### src/cbtd_pkg.sv
// constants and types for the compact branch and trap decoder
//
// Contract
// - targets use pc four bytes ahead
// - code 0000 zero set, 0001 clear
// - code 0010 carry set, 0011 clear
// - code 0100 negative set, 0101 clear
// - code 0110 overflow set, 0111 clear
// - 1000 carry and not zero; 1001 inverse
// - 1010 negative equals overflow; 1011 differs
// - 1100 greater than; 1101 less or equal
// - conditional offset sign-extended, doubled
// - code 1110 unused; 1111 is trap
// - trap saves link, status, vectors to 0x8
// - trap comment field is ignored
// - cycle counts match full-width counterparts
// - unconditional offset eleven bits, doubled, signed
// - long branch first half: link = pc+off<<12
package cbtd_pkg;
    localparam int          CBTD_XLEN         = 32;
    localparam logic [31:0] CBTD_PREFETCH     = 32'h0000_0004;
    localparam logic [31:0] CBTD_HALFWORD     = 32'h0000_0002;
    localparam logic [31:0] CBTD_TRAP_VECTOR  = 32'h0000_0008;
    localparam logic [4:0]  CBTD_MODE_SUPER   = 5'h13;
    localparam logic [4:0]  CBTD_MODE_RESET   = 5'h13;
    localparam logic [3:0]  CBTD_COND_UNDEF   = 4'he;
    localparam logic [3:0]  CBTD_COND_TRAP    = 4'hf;
    // opcode tags in the upper halfword bits
    localparam logic [3:0]  CBTD_OP_COND      = 4'hd;
    localparam logic [4:0]  CBTD_OP_UNCOND    = 5'h1c;
    localparam logic [3:0]  CBTD_OP_LONG      = 4'hf;
    // execution cycles: branch takes 3, untaken 1, trap 3
    localparam logic [1:0]  CBTD_CYC_TAKEN    = 2'h3;
    localparam logic [1:0]  CBTD_CYC_UNTAKEN  = 2'h1;
    localparam logic [1:0]  CBTD_CYC_TRAP     = 2'h3;
    localparam logic [1:0]  CBTD_CYC_LONG1    = 2'h1;
    localparam logic [1:0]  CBTD_CYC_LONG2    = 2'h3;
    localparam logic [31:0] CBTD_PC_RESET     = 32'h0000_0000;

    typedef enum logic [2:0] {
        CBTD_K_NONE, CBTD_K_COND, CBTD_K_TRAP, CBTD_K_UNDEF,
        CBTD_K_UNCOND, CBTD_K_LONG1, CBTD_K_LONG2
    } cbtd_kind_t;

    typedef enum {CBTD_IDLE, CBTD_BUSY} cbtd_state_t;
endpackage

### src/cbtd_decoder.sv
// branch, trap and long-branch decode and execute for the compact set
`timescale 1ns/10ps
module cbtd_decoder (
    // clock and reset
    input  wire logic                               clock,
    input  wire logic                               rst_n,
    // instruction issue
    input  wire logic                               instr_valid,
    input  wire logic [15:0]                        instr,
    input  wire logic [cbtd_pkg::CBTD_XLEN-1:0]     instr_addr,
    // core state
    input  wire logic [cbtd_pkg::CBTD_XLEN-1:0]     current_status_flags,
    input  wire logic [cbtd_pkg::CBTD_XLEN-1:0]     link_register_in,
    // results
    output logic                                    busy,
    output logic                                    done,
    output logic                                    pc_write,
    output logic [cbtd_pkg::CBTD_XLEN-1:0]          pc_out,
    output logic                                    link_write,
    output logic [cbtd_pkg::CBTD_XLEN-1:0]          link_register,
    output logic                                    status_write,
    output logic [cbtd_pkg::CBTD_XLEN-1:0]          status_out,
    output logic                                    saved_write,
    output logic [cbtd_pkg::CBTD_XLEN-1:0]          saved_status_copy,
    output logic                                    undef_trap
);
    import cbtd_pkg::*;

    localparam int W = CBTD_XLEN;

    cbtd_kind_t           kind;
    logic       [3:0]     cond;
    logic       [7:0]     signed_halfword_offset_field;
    logic       [10:0]    eleven_bit_offset_field;
    logic       [7:0]     trap_comment_field;
    logic                 cond_pass;
    logic       [W-1:0]   pc_ahead;
    logic       [W-1:0]   next_addr;
    logic       [W-1:0]   cond_off;
    logic       [W-1:0]   uncond_off;
    logic       [W-1:0]   long_hi_off;
    logic       [W-1:0]   long_lo_off;
    cbtd_state_t          state_reg;
    logic       [1:0]     count_reg;
    logic       [1:0]     count_next;
    logic                 start;

    // classify by fixed upper opcode bits before any field is used
    function automatic cbtd_kind_t classify(input logic [15:0] op);
        cbtd_kind_t k;
        k = CBTD_K_NONE;
        if (op[15:12] == CBTD_OP_COND) begin
            if (op[11:8] == CBTD_COND_TRAP) begin
                k = CBTD_K_TRAP;
            end else if (op[11:8] == CBTD_COND_UNDEF) begin
                k = CBTD_K_UNDEF;
            end else begin
                k = CBTD_K_COND;
            end
        end else if (op[15:11] == CBTD_OP_UNCOND) begin
            k = CBTD_K_UNCOND;
        end else if (op[15:12] == CBTD_OP_LONG) begin
            k = op[11] ? CBTD_K_LONG2 : CBTD_K_LONG1;
        end
        return k;
    endfunction

    assign kind                         = classify(instr);
    assign cond                         = instr[11:8];
    assign signed_halfword_offset_field = instr[7:0];
    assign eleven_bit_offset_field      = instr[10:0];
    // comment byte has no effect on execution
    assign trap_comment_field           = instr[7:0];

    cbtd_cond_eval u_cond (
        .cond   (cond),
        .flag_n (current_status_flags[31]),
        .flag_z (current_status_flags[30]),
        .flag_c (current_status_flags[29]),
        .flag_v (current_status_flags[28]),
        .pass   (cond_pass)
    );

    assign pc_ahead    = instr_addr + CBTD_PREFETCH;
    assign next_addr   = instr_addr + CBTD_HALFWORD;
    assign cond_off    = {{(W-9){signed_halfword_offset_field[7]}}, signed_halfword_offset_field, 1'b0};
    assign uncond_off  = {{(W-12){eleven_bit_offset_field[10]}}, eleven_bit_offset_field, 1'b0};
    assign long_hi_off = {{(W-23){eleven_bit_offset_field[10]}}, eleven_bit_offset_field, 12'h000};
    assign long_lo_off = {{(W-12){1'b0}}, eleven_bit_offset_field, 1'b0};

    assign start = instr_valid && (state_reg == CBTD_IDLE) && (kind != CBTD_K_NONE);

    // cycle budget mirrors the full-width equivalents
    always_comb begin
        case (kind)
            CBTD_K_COND:   count_next = cond_pass ? CBTD_CYC_TAKEN : CBTD_CYC_UNTAKEN;
            CBTD_K_TRAP:   count_next = CBTD_CYC_TRAP;
            CBTD_K_UNDEF:  count_next = CBTD_CYC_TRAP;
            CBTD_K_UNCOND: count_next = CBTD_CYC_TAKEN;
            CBTD_K_LONG1:  count_next = CBTD_CYC_LONG1;
            CBTD_K_LONG2:  count_next = CBTD_CYC_LONG2;
            default:       count_next = 2'h1;
        endcase
    end

    // sequencer: results post on the last cycle of the budget
    always_ff @(posedge clock or negedge rst_n) begin
        if (!rst_n) begin
            state_reg <= CBTD_IDLE;
            count_reg <= 2'h0;
        end else begin
            case (state_reg)
                CBTD_IDLE: begin
                    if (start) begin
                        state_reg <= CBTD_BUSY;
                        count_reg <= count_next - 2'h1;
                    end
                end
                CBTD_BUSY: begin
                    if (count_reg == 2'h0) begin
                        state_reg <= CBTD_IDLE;
                    end else begin
                        count_reg <= count_reg - 2'h1;
                    end
                end
                default: state_reg <= CBTD_IDLE;
            endcase
        end
    end

    always_ff @(posedge clock or negedge rst_n) begin
        if (!rst_n) begin
            busy <= 1'b0;
        end else if (start && count_next != 2'h1) begin
            busy <= 1'b1;
        end else if (state_reg == CBTD_BUSY && count_reg == 2'h1) begin
            busy <= 1'b0;
        end else if (state_reg == CBTD_IDLE) begin
            busy <= 1'b0;
        end
    end

    // computed results are held until the budget expires
    logic           res_pc_w;
    logic           res_lr_w;
    logic           res_trap;
    logic           res_undef;
    logic [W-1:0]   res_pc;
    logic [W-1:0]   res_lr;
    logic [W-1:0]   res_status;
    logic [W-1:0]   res_saved;

    always_ff @(posedge clock or negedge rst_n) begin
        if (!rst_n) begin
            res_pc_w   <= 1'b0;
            res_lr_w   <= 1'b0;
            res_trap   <= 1'b0;
            res_undef  <= 1'b0;
            res_pc     <= CBTD_PC_RESET;
            res_lr     <= '0;
            res_status <= '0;
            res_saved  <= '0;
        end else if (start) begin
            res_pc_w   <= 1'b0;
            res_lr_w   <= 1'b0;
            res_trap   <= 1'b0;
            res_undef  <= 1'b0;
            res_pc     <= next_addr;
            res_lr     <= link_register_in;
            res_status <= current_status_flags;
            // snapshot at issue: flags may move before the budget expires
            res_saved  <= current_status_flags;
            case (kind)
                CBTD_K_COND: begin
                    // untaken leaves every register alone
                    res_pc_w <= cond_pass;
                    res_pc   <= pc_ahead + cond_off;
                end
                CBTD_K_TRAP: begin
                    res_trap   <= 1'b1;
                    res_pc_w   <= 1'b1;
                    res_pc     <= CBTD_TRAP_VECTOR;
                    res_lr_w   <= 1'b1;
                    res_lr     <= next_addr;
                    // clear state bit 5 for full-width, set supervisor mode
                    res_status <= {current_status_flags[W-1:6], 1'b0, CBTD_MODE_SUPER};
                end
                CBTD_K_UNDEF: begin
                    // reserved encoding: flagged to the core, nothing written
                    res_undef <= 1'b1;
                end
                CBTD_K_UNCOND: begin
                    res_pc_w <= 1'b1;
                    res_pc   <= pc_ahead + uncond_off;
                end
                CBTD_K_LONG1: begin
                    res_lr_w <= 1'b1;
                    res_lr   <= pc_ahead + long_hi_off;
                end
                CBTD_K_LONG2: begin
                    res_pc_w <= 1'b1;
                    res_pc   <= link_register_in + long_lo_off;
                    res_lr_w <= 1'b1;
                    res_lr   <= next_addr | 32'h0000_0001;
                end
                default: res_pc_w <= 1'b0;
            endcase
        end
    end

    logic finish;
    assign finish = (state_reg == CBTD_BUSY) && (count_reg == 2'h0);

    always_ff @(posedge clock or negedge rst_n) begin
        if (!rst_n) begin
            done         <= 1'b0;
            pc_write     <= 1'b0;
            link_write   <= 1'b0;
            status_write <= 1'b0;
            saved_write  <= 1'b0;
            undef_trap   <= 1'b0;
        end else begin
            done         <= finish;
            pc_write     <= finish & res_pc_w;
            link_write   <= finish & res_lr_w;
            status_write <= finish & res_trap;
            saved_write  <= finish & res_trap;
            undef_trap   <= finish & res_undef;
        end
    end

    always_ff @(posedge clock or negedge rst_n) begin
        if (!rst_n) begin
            pc_out            <= CBTD_PC_RESET;
            link_register     <= '0;
            status_out        <= '0;
            saved_status_copy <= '0;
        end else if (finish) begin
            pc_out            <= res_pc;
            link_register     <= res_lr;
            status_out        <= res_status;
            saved_status_copy <= res_saved;
        end
    end
endmodule

### src/cbtd_cond_eval.sv
// evaluates a four-bit branch condition against the flags
`timescale 1ns/10ps
module cbtd_cond_eval (
    // condition and flags
    input  wire logic [3:0] cond,
    input  wire logic       flag_n,
    input  wire logic       flag_z,
    input  wire logic       flag_c,
    input  wire logic       flag_v,
    // verdict
    output logic            pass
);
    logic base;
    always_comb begin
        case (cond[3:1])
            3'h0:    base = flag_z;
            3'h1:    base = flag_c;
            3'h2:    base = flag_n;
            3'h3:    base = flag_v;
            3'h4:    base = flag_c & ~flag_z;
            3'h5:    base = ~(flag_n ^ flag_v);
            3'h6:    base = ~flag_z & ~(flag_n ^ flag_v);
            default: base = 1'b0;
        endcase
        // odd codes are the inverse of their even partner
        pass = base ^ cond[0];
    end
endmodule

### config.mk
export PLATFORM = sky130hd
export DESIGN_NAME = cbtd_decoder
export DESIGN_NICKNAME = d
export VERILOG_FILES = /design/src/cbtd_pkg.sv /design/src/cbtd_decoder.sv /design/src/cbtd_cond_eval.sv
export SDC_FILE = /design/constraint.sdc
export NUM_CORES = 1
export LEC_CHECK = 0
export BUFFER_PORTS_ARGS = -buffer_cell sky130_fd_sc_hd__buf_2
export CAP_MARGIN = 20
export CORE_MARGIN = 4
export CORE_UTILIZATION = 57
export CTS_BUF_LIST = sky130_fd_sc_hd__clkbuf_16
export CTS_CLUSTER_DIAMETER = 150
export DETAILED_ROUTE_END_ITERATION = 10
export GPL_TIMING_DRIVEN = 0
export PLACE_DENSITY = 0.81
export RECOVER_POWER = 50
export SYNTH_ARGS = -nofsm -noshare
export SYNTH_HDL_FRONTEND = slang
export SYNTH_SLANG_ARGS = --single-unit
### constraint.sdc
create_clock -name clock -period 3 [get_ports clock]
set_input_delay 0.9 -clock clock [delete_from_list [all_inputs] [get_ports clock]]
set_output_delay 0.9 -clock clock [all_outputs]
set_load 0.005 [all_outputs]
Word level (Yosys, flattened, before mapping)
Cells that the tools add are included.

Flip-flop bits (word level): 300. Bits of input ports: 115. Output and inout port bits: 135. Logic and storage cells: 104.

Add/subtract/negate cells: 8. Eq/ne operators: 24. Muxes and demuxes: 25. Bitwise gates (word level): 10. Reduce and logical (&&, ||, !) cells: 17.

Operators by type and width (count): 32-bit one-hot mux with 4 select lines (1); 32-bit adder (3); 32-bit one-hot mux with 3 select lines (1); 32-bit zero test (2); 32-bit two-way mux (2); 32-bit one-hot mux with 2 select lines (1); 32-bit by 12-bit adder with 32-bit output (1); 32-bit by 2-bit adder with 32-bit output, second input constant (1); 32-bit by 3-bit adder with 32-bit output, second input constant (1); 32-bit by 1-bit equality test with 1-bit output, second input constant (1); 32-bit by 2-bit equality test with 1-bit output, second input constant (1); 3-bit equality test, second input constant (6); 4-bit equality test, second input constant (4); 3-bit by 2-bit equality test with 1-bit output, second input constant (4); 3-bit two-way mux (4); 2-bit two-way mux (5); 2-bit one-hot mux with 2 select lines (2); 1-bit one-hot mux with 7 select lines (1); 1-bit bitwise AND (6); 3-bit by 1-bit equality test with 1-bit output, second input constant (2); 1-bit two-way mux (6); 6-bit two-way mux (1); 2-bit != test, second input constant (3); 3-bit nonzero test (2); other kinds (15) (23).

Logic depth before layout (Yosys ltp)
Depth after elaboration: 10. Gate-level depth with buffers: 17. Mapped depth without buffers: 16.

By module
From an unflattened synthesis, not the netlist that was laid out.

Cells, all modules: 1455. Area, all modules: 13563.0 um2.

By module, submodules not included: cbtd_decoder (instances 1, cells an instance 1442, area each 13470.4 um2, seq. area each 5430.2 um2); cbtd_cond_eval (instances 1, cells an instance 13, area each 92.6 um2, seq. area each 0.0 um2).

Least setup slack after synthesis
OpenSTA, ideal clock, no wires.

Path kind: input to register. Start point: input instr_addr[2] in the netlist's numbering. End point: register res_lr[24]. Setup time: 0.101 ns. Arrival: 4.111 ns. Data required time: 2.899 ns. Path slack: -1.212 ns. Cell stages on the path: 14. Buffers on the path: 0. Cells stage by stage: ha_1 -> and4_1 -> nand3_1 -> xnor2_1 -> ha_1 -> fa_1 -> a21oi_1 -> o21ai_1 -> a2111oi_2 -> o21bai_1 -> a2111oi_0 -> a211oi_1 -> xnor2_1 -> o32ai_1.

Longest elaborated chain between the ends: 3. Elaborated cells on any way between the ends: 4. Classes of those cells: add/sub: 3; mux: 1.

RTL lines: start, declared (RTL line cbtd_decoder.sv:10) `input wire logic [cbtd_pkg::CBTD_XLEN-1:0] instr_addr,`; 32-bit by 3-bit adder with 32-bit output (RTL line cbtd_decoder.sv:84) `assign pc_ahead = instr_addr + CBTD_PREFETCH;`; 32-bit adder (RTL line cbtd_decoder.sv:198) `res_lr <= pc_ahead + long_hi_off;`; 32-bit one-hot mux with 3 select lines (*) (RTL line cbtd_decoder.sv:173) `case (kind)`; end signal, assigned (RTL line cbtd_decoder.sv:184) `res_lr <= next_addr;`; end signal, assigned (RTL line cbtd_decoder.sv:198); end signal, assigned (RTL line cbtd_decoder.sv:204) `res_lr <= next_addr | 32'h0000_0001;`; end, declared (RTL line cbtd_decoder.sv:149) `logic [W-1:0] res_lr;`.

Mark *: on every way between the ends. The rest lies on a longest branch, timed or not. A chain may end at the register's enable or synchronous reset.

Final worst setup path
Start point: input instr_addr[9] in the netlist's numbering. End point: register res_lr[24].

The elaborated chain is that of the path after synthesis.

==> results.toml <==
[run_status]
status = "finished, violations left"
violations = "max-capacitance violations, max-slew violations, negative setup slack"

[timing]
worstMarginPinSlew_ns = 2.27
setup_viol_count_final = 39
finalMaxSlewViolations = 103
postLayoutSetupSlackWorst_ns = -0.874
max_freq_ghz = 0.258
hold_ws_ns = 0.476
timing.final.crit_period_ns = 3.87
timing.final.hold_violations = 0
setup_repair_after_global_routing_missed_its_margin = "yes"
period_share_pct = 129
setup-tns-final_ns = -18.56
setup_skew_ns = 0.0152
maxSlewHeadroom_pct = -51.1

[placement]
place.port_buffers = 241
hpwl_mm = 39.8
gp_congestion = 0.972

[floorplan]
die-height_um = 165
dieWidth_um = 165
rows = 57
coreArea_um2 = 24200
dieArea_um2 = 27100
ios = 250
starting_density_pct = 57.7

[setup_path]
cp_top_family = "compound AO/OA/AOI/OAI gates"
crit_path_max_fanout = 5
cp_cell_sequence = "buf_8 > and4_4 > buf_6 > and3_4 > nand3_4 > xnor2_4 > ha_4 > a21oi_4 > o21ai_2 > a2111oi_4 > buf_4 > o21bai_4 > a2111oi_4 > a211oi_1 > xnor2_1 > o32ai_1"
startpoint_type = "primary input"
worstSetupPathDepth = 16
worst_r2r_startpoint = "count_reg[0]"
critPathBufInv = 3
crit_arrival_ns = 4.23
cp_common_cell = "sky130_fd_sc_hd__a2111oi_4"
setup.worst_path.class = "in -> reg"
critical-path-slowest-cell = "sky130_fd_sc_hd__a2111oi_4"
worstSetupStartpoint = "instr_addr[9]"
required_time_at_the_worst_slack_endpoint_ns = 3.36
end_kind = "register"
critical-path-max-stage-delay_ns = 0.42
worst-r2r-cell-count = 6

[worst_hold_path]
timing.hold.worst.start = "res_status[12]"
whs_path_depth = 2
hp-class = "reg -> reg"

[clock_network]
cts.sink_count = 217
worstSkewPairLatency_ns = 0.51
htreeDepth = 1
hold_buffers = 0
clockRootBuffer = "sky130_fd_sc_hd__clkbuf_16"
cts_buffers = 23
tritoncts = "done"
clkTransAtPathRegs_ns = 0.06
clock_tree.buffer_depth = 3

[route]
antenna_left = 0
drt_wl_total_mm = 56.5
vias_per_cell = 6.42
dr_total_vias = 14058
tritonroute_pass_1_iters = 6
drt_iter0_drc = 1651
drc = 0
wl_per_cell_um = 25.8

[yosys]
synth_sequential_area_ratio_pct = 38.9
synthMostInstantiatedCell = "sky130_fd_sc_hd__nand2_1"
synth-edff-count = 0
synth.area.top_cells = "sky130_fd_sc_hd__dfrtp_1 39%, sky130_fd_sc_hd__mux2_2 8.6%, sky130_fd_sc_hd__nand2_1 5.9%"
mappedNetlistArea_um2 = 14000
synthDominantAreaCellType = "sky130_fd_sc_hd__dfrtp_1"
ys_async_sr_fraction_pct = 100
synth_area_per_cell_um2 = 9.35
synth_nets = 1675
postSynthCellCount = 1493
total_number_of_yosys_warnings = 0
postSynth.topFlopCell = "sky130_fd_sc_hd__dfrtp_1"
commonest_cells_in_the_synthesized_netlist = "218 x sky130_fd_sc_hd__nand2_1, 217 x sky130_fd_sc_hd__dfrtp_1, 107 x sky130_fd_sc_hd__mux2_2"
synth_cell_type_count = 86
ys_seq_elements = 217
synth_top_cell_area_share_pct = 38.9

[global_routing]
grt_max_degree = 116
grt_overflow_total = 0
grt-busiest-layer = "met2"
met1_usage_pct = 50.7
grt_pass1_wl_mm = 78.4
global_route.usage.total_pct = 38.2
grt.met3_usage_pct = 5.81
initial_antenna_violation_count = 2
first_global_vias = 13364
globalRouteMet2Util_pct = 62.9

[cells_and_area]
layout-drive-gt1-share_pct = 40.0
nets = 2033
fillers = 1557
layout-area-overhead-vs-synth_pct = 35.2

[power]
power.density_cell_area_nw_per_um2 = 639
power.ir.vdd_worst_uv = 521
power.static_leakage_uw = 0.00857

[flow_run]
cap_viol_max_count = 1
[layout by cell type (no fill, tap or decap), types with 10 or more instances in the layout]
cell type	n
sky130_fd_sc_hd__a21oi_1	49
sky130_fd_sc_hd__nand2_1	202
sky130_fd_sc_hd__xor2_2	11
sky130_fd_sc_hd__inv_1	23
sky130_fd_sc_hd__dfrtp_1	217
sky130_fd_sc_hd__and3_1	18
sky130_fd_sc_hd__nor3_1	18
sky130_fd_sc_hd__o22ai_1	12
sky130_fd_sc_hd__o21bai_1	10
sky130_fd_sc_hd__a21o_1	29
sky130_fd_sc_hd__buf_4	118
sky130_fd_sc_hd__a221oi_1	17
sky130_fd_sc_hd__nand4_1	14
sky130_fd_sc_hd__clkbuf_16	23
sky130_fd_sc_hd__xnor2_2	18
sky130_fd_sc_hd__xor2_1	37
sky130_fd_sc_hd__o211ai_1	10
sky130_fd_sc_hd__ha_4	22
sky130_fd_sc_hd__ha_1	37
sky130_fd_sc_hd__clkbuf_1	62
sky130_fd_sc_hd__xnor2_1	56
sky130_fd_sc_hd__a221oi_2	15
sky130_fd_sc_hd__a21oi_4	11
sky130_fd_sc_hd__mux2_2	104
sky130_fd_sc_hd__o21ai_1	29
sky130_fd_sc_hd__o21ai_0	50
sky130_fd_sc_hd__buf_6	19
sky130_fd_sc_hd__nor2_1	85
sky130_fd_sc_hd__nand2_2	12
sky130_fd_sc_hd__nand3_1	31
sky130_fd_sc_hd__buf_2	213
sky130_fd_sc_hd__a21oi_2	23
[tightest hold or removal path: cells and delay by family, from the launching register on]
kind	cells	cell delay (ns)
DFF	1	0.34
and+or+nand+nor	2	0.11
[report_power, final]
part           internal [µW]  switching (µW)  leakage [µW]
sequential              4010             700       0.00269
combinational           2290            2290       0.00553
clock                   1570            1200      0.000356
total                   7870            4190       0.00857
[metal layers]
| metal | share of wire, % | up-vias | wire length, µm |
|---|---|---|---|
| met3 | 9.2 | 215 | 5200 |
| met2 | 46 | 873 | 26200 |
| li1 | - | 6073 | - |
| met1 | 39 | 6895 | 21900 |
| met5 | 0.021 | - | 12 |
| met4 | 5.6 | 2 | 3170 |
[layout make-up]
class                   count  area (µm²)  share of cell area (%)
clock buffers              23         576                    3.05
well taps                 324         405                    2.15
clock inverters            17         140                   0.743
plain buffers              99         618                    3.28
repair buffers            341        2090                    11.1
diodes                      1        2.50                  0.0133
flip-flops and latches    217        5430                    28.8
inverters                  21        81.3                   0.431
multi-input cells        1148        9530                    50.5
[path summary, 6_finish.rpt]
path	slack, ns	to
worst max-delay path	-0.87	res_lr[24]
worst min-delay path	0.48	res_status[12]
worst max register to register	0.31	status_out[2]
worst min register to register	0.48	res_status[12]
max in group asynchronous	0.42	link_register[6]
min in group asynchronous	1.09	res_saved[5]
[repair_timing]
item                                    CTS  global route
endpoints found under the setup margin   65            97
cloned                                    1             0
hold endpoints to repair                  0             0
gates resized for setup                 194           120
pin swaps                               116            75
buffers inserted                         70            29
[cells by family (layout without fill, tap and decap cells)]
family | Yosys count | in the layout | synth area share (%)
AND/OR/NAND/NOR | 482 | 482 | 16.0
AO/OA/AOI/OAI | 358 | 358 | 17.3
flip-flops | 217 | 217 | 38.9
buffers and inverters | 129 | 501 | 4.45
XOR/XNOR | 128 | 128 | 8.14
multiplexers | 112 | 113 | 8.99
adder cells (fa/ha/maj) | 67 | 67 | 6.17
other | 0 | 1 | 0
[per-stage QoR]
stage / instances / utilization (%) / area (µm²) / power, µW / worst slack, ns
after global placement: 2058 / 65.8 / 15900 / 8530 / -2.47
after CTS: 2166 / 75.1 / 18200 / 11800 / -0.701
after detailed placement: 2059 / 65.9 / 15900 / 8730 / -1.78
final: 2191 / 78.1 / 18900 / 12100 / -0.874
after floorplan: 1493 / - / 14300 / 6880 / -0.756
after global routing: 2191 / 78.1 / 18900 / 12600 / -0.895
No activity file was read; power rests on OpenSTA's default activity.
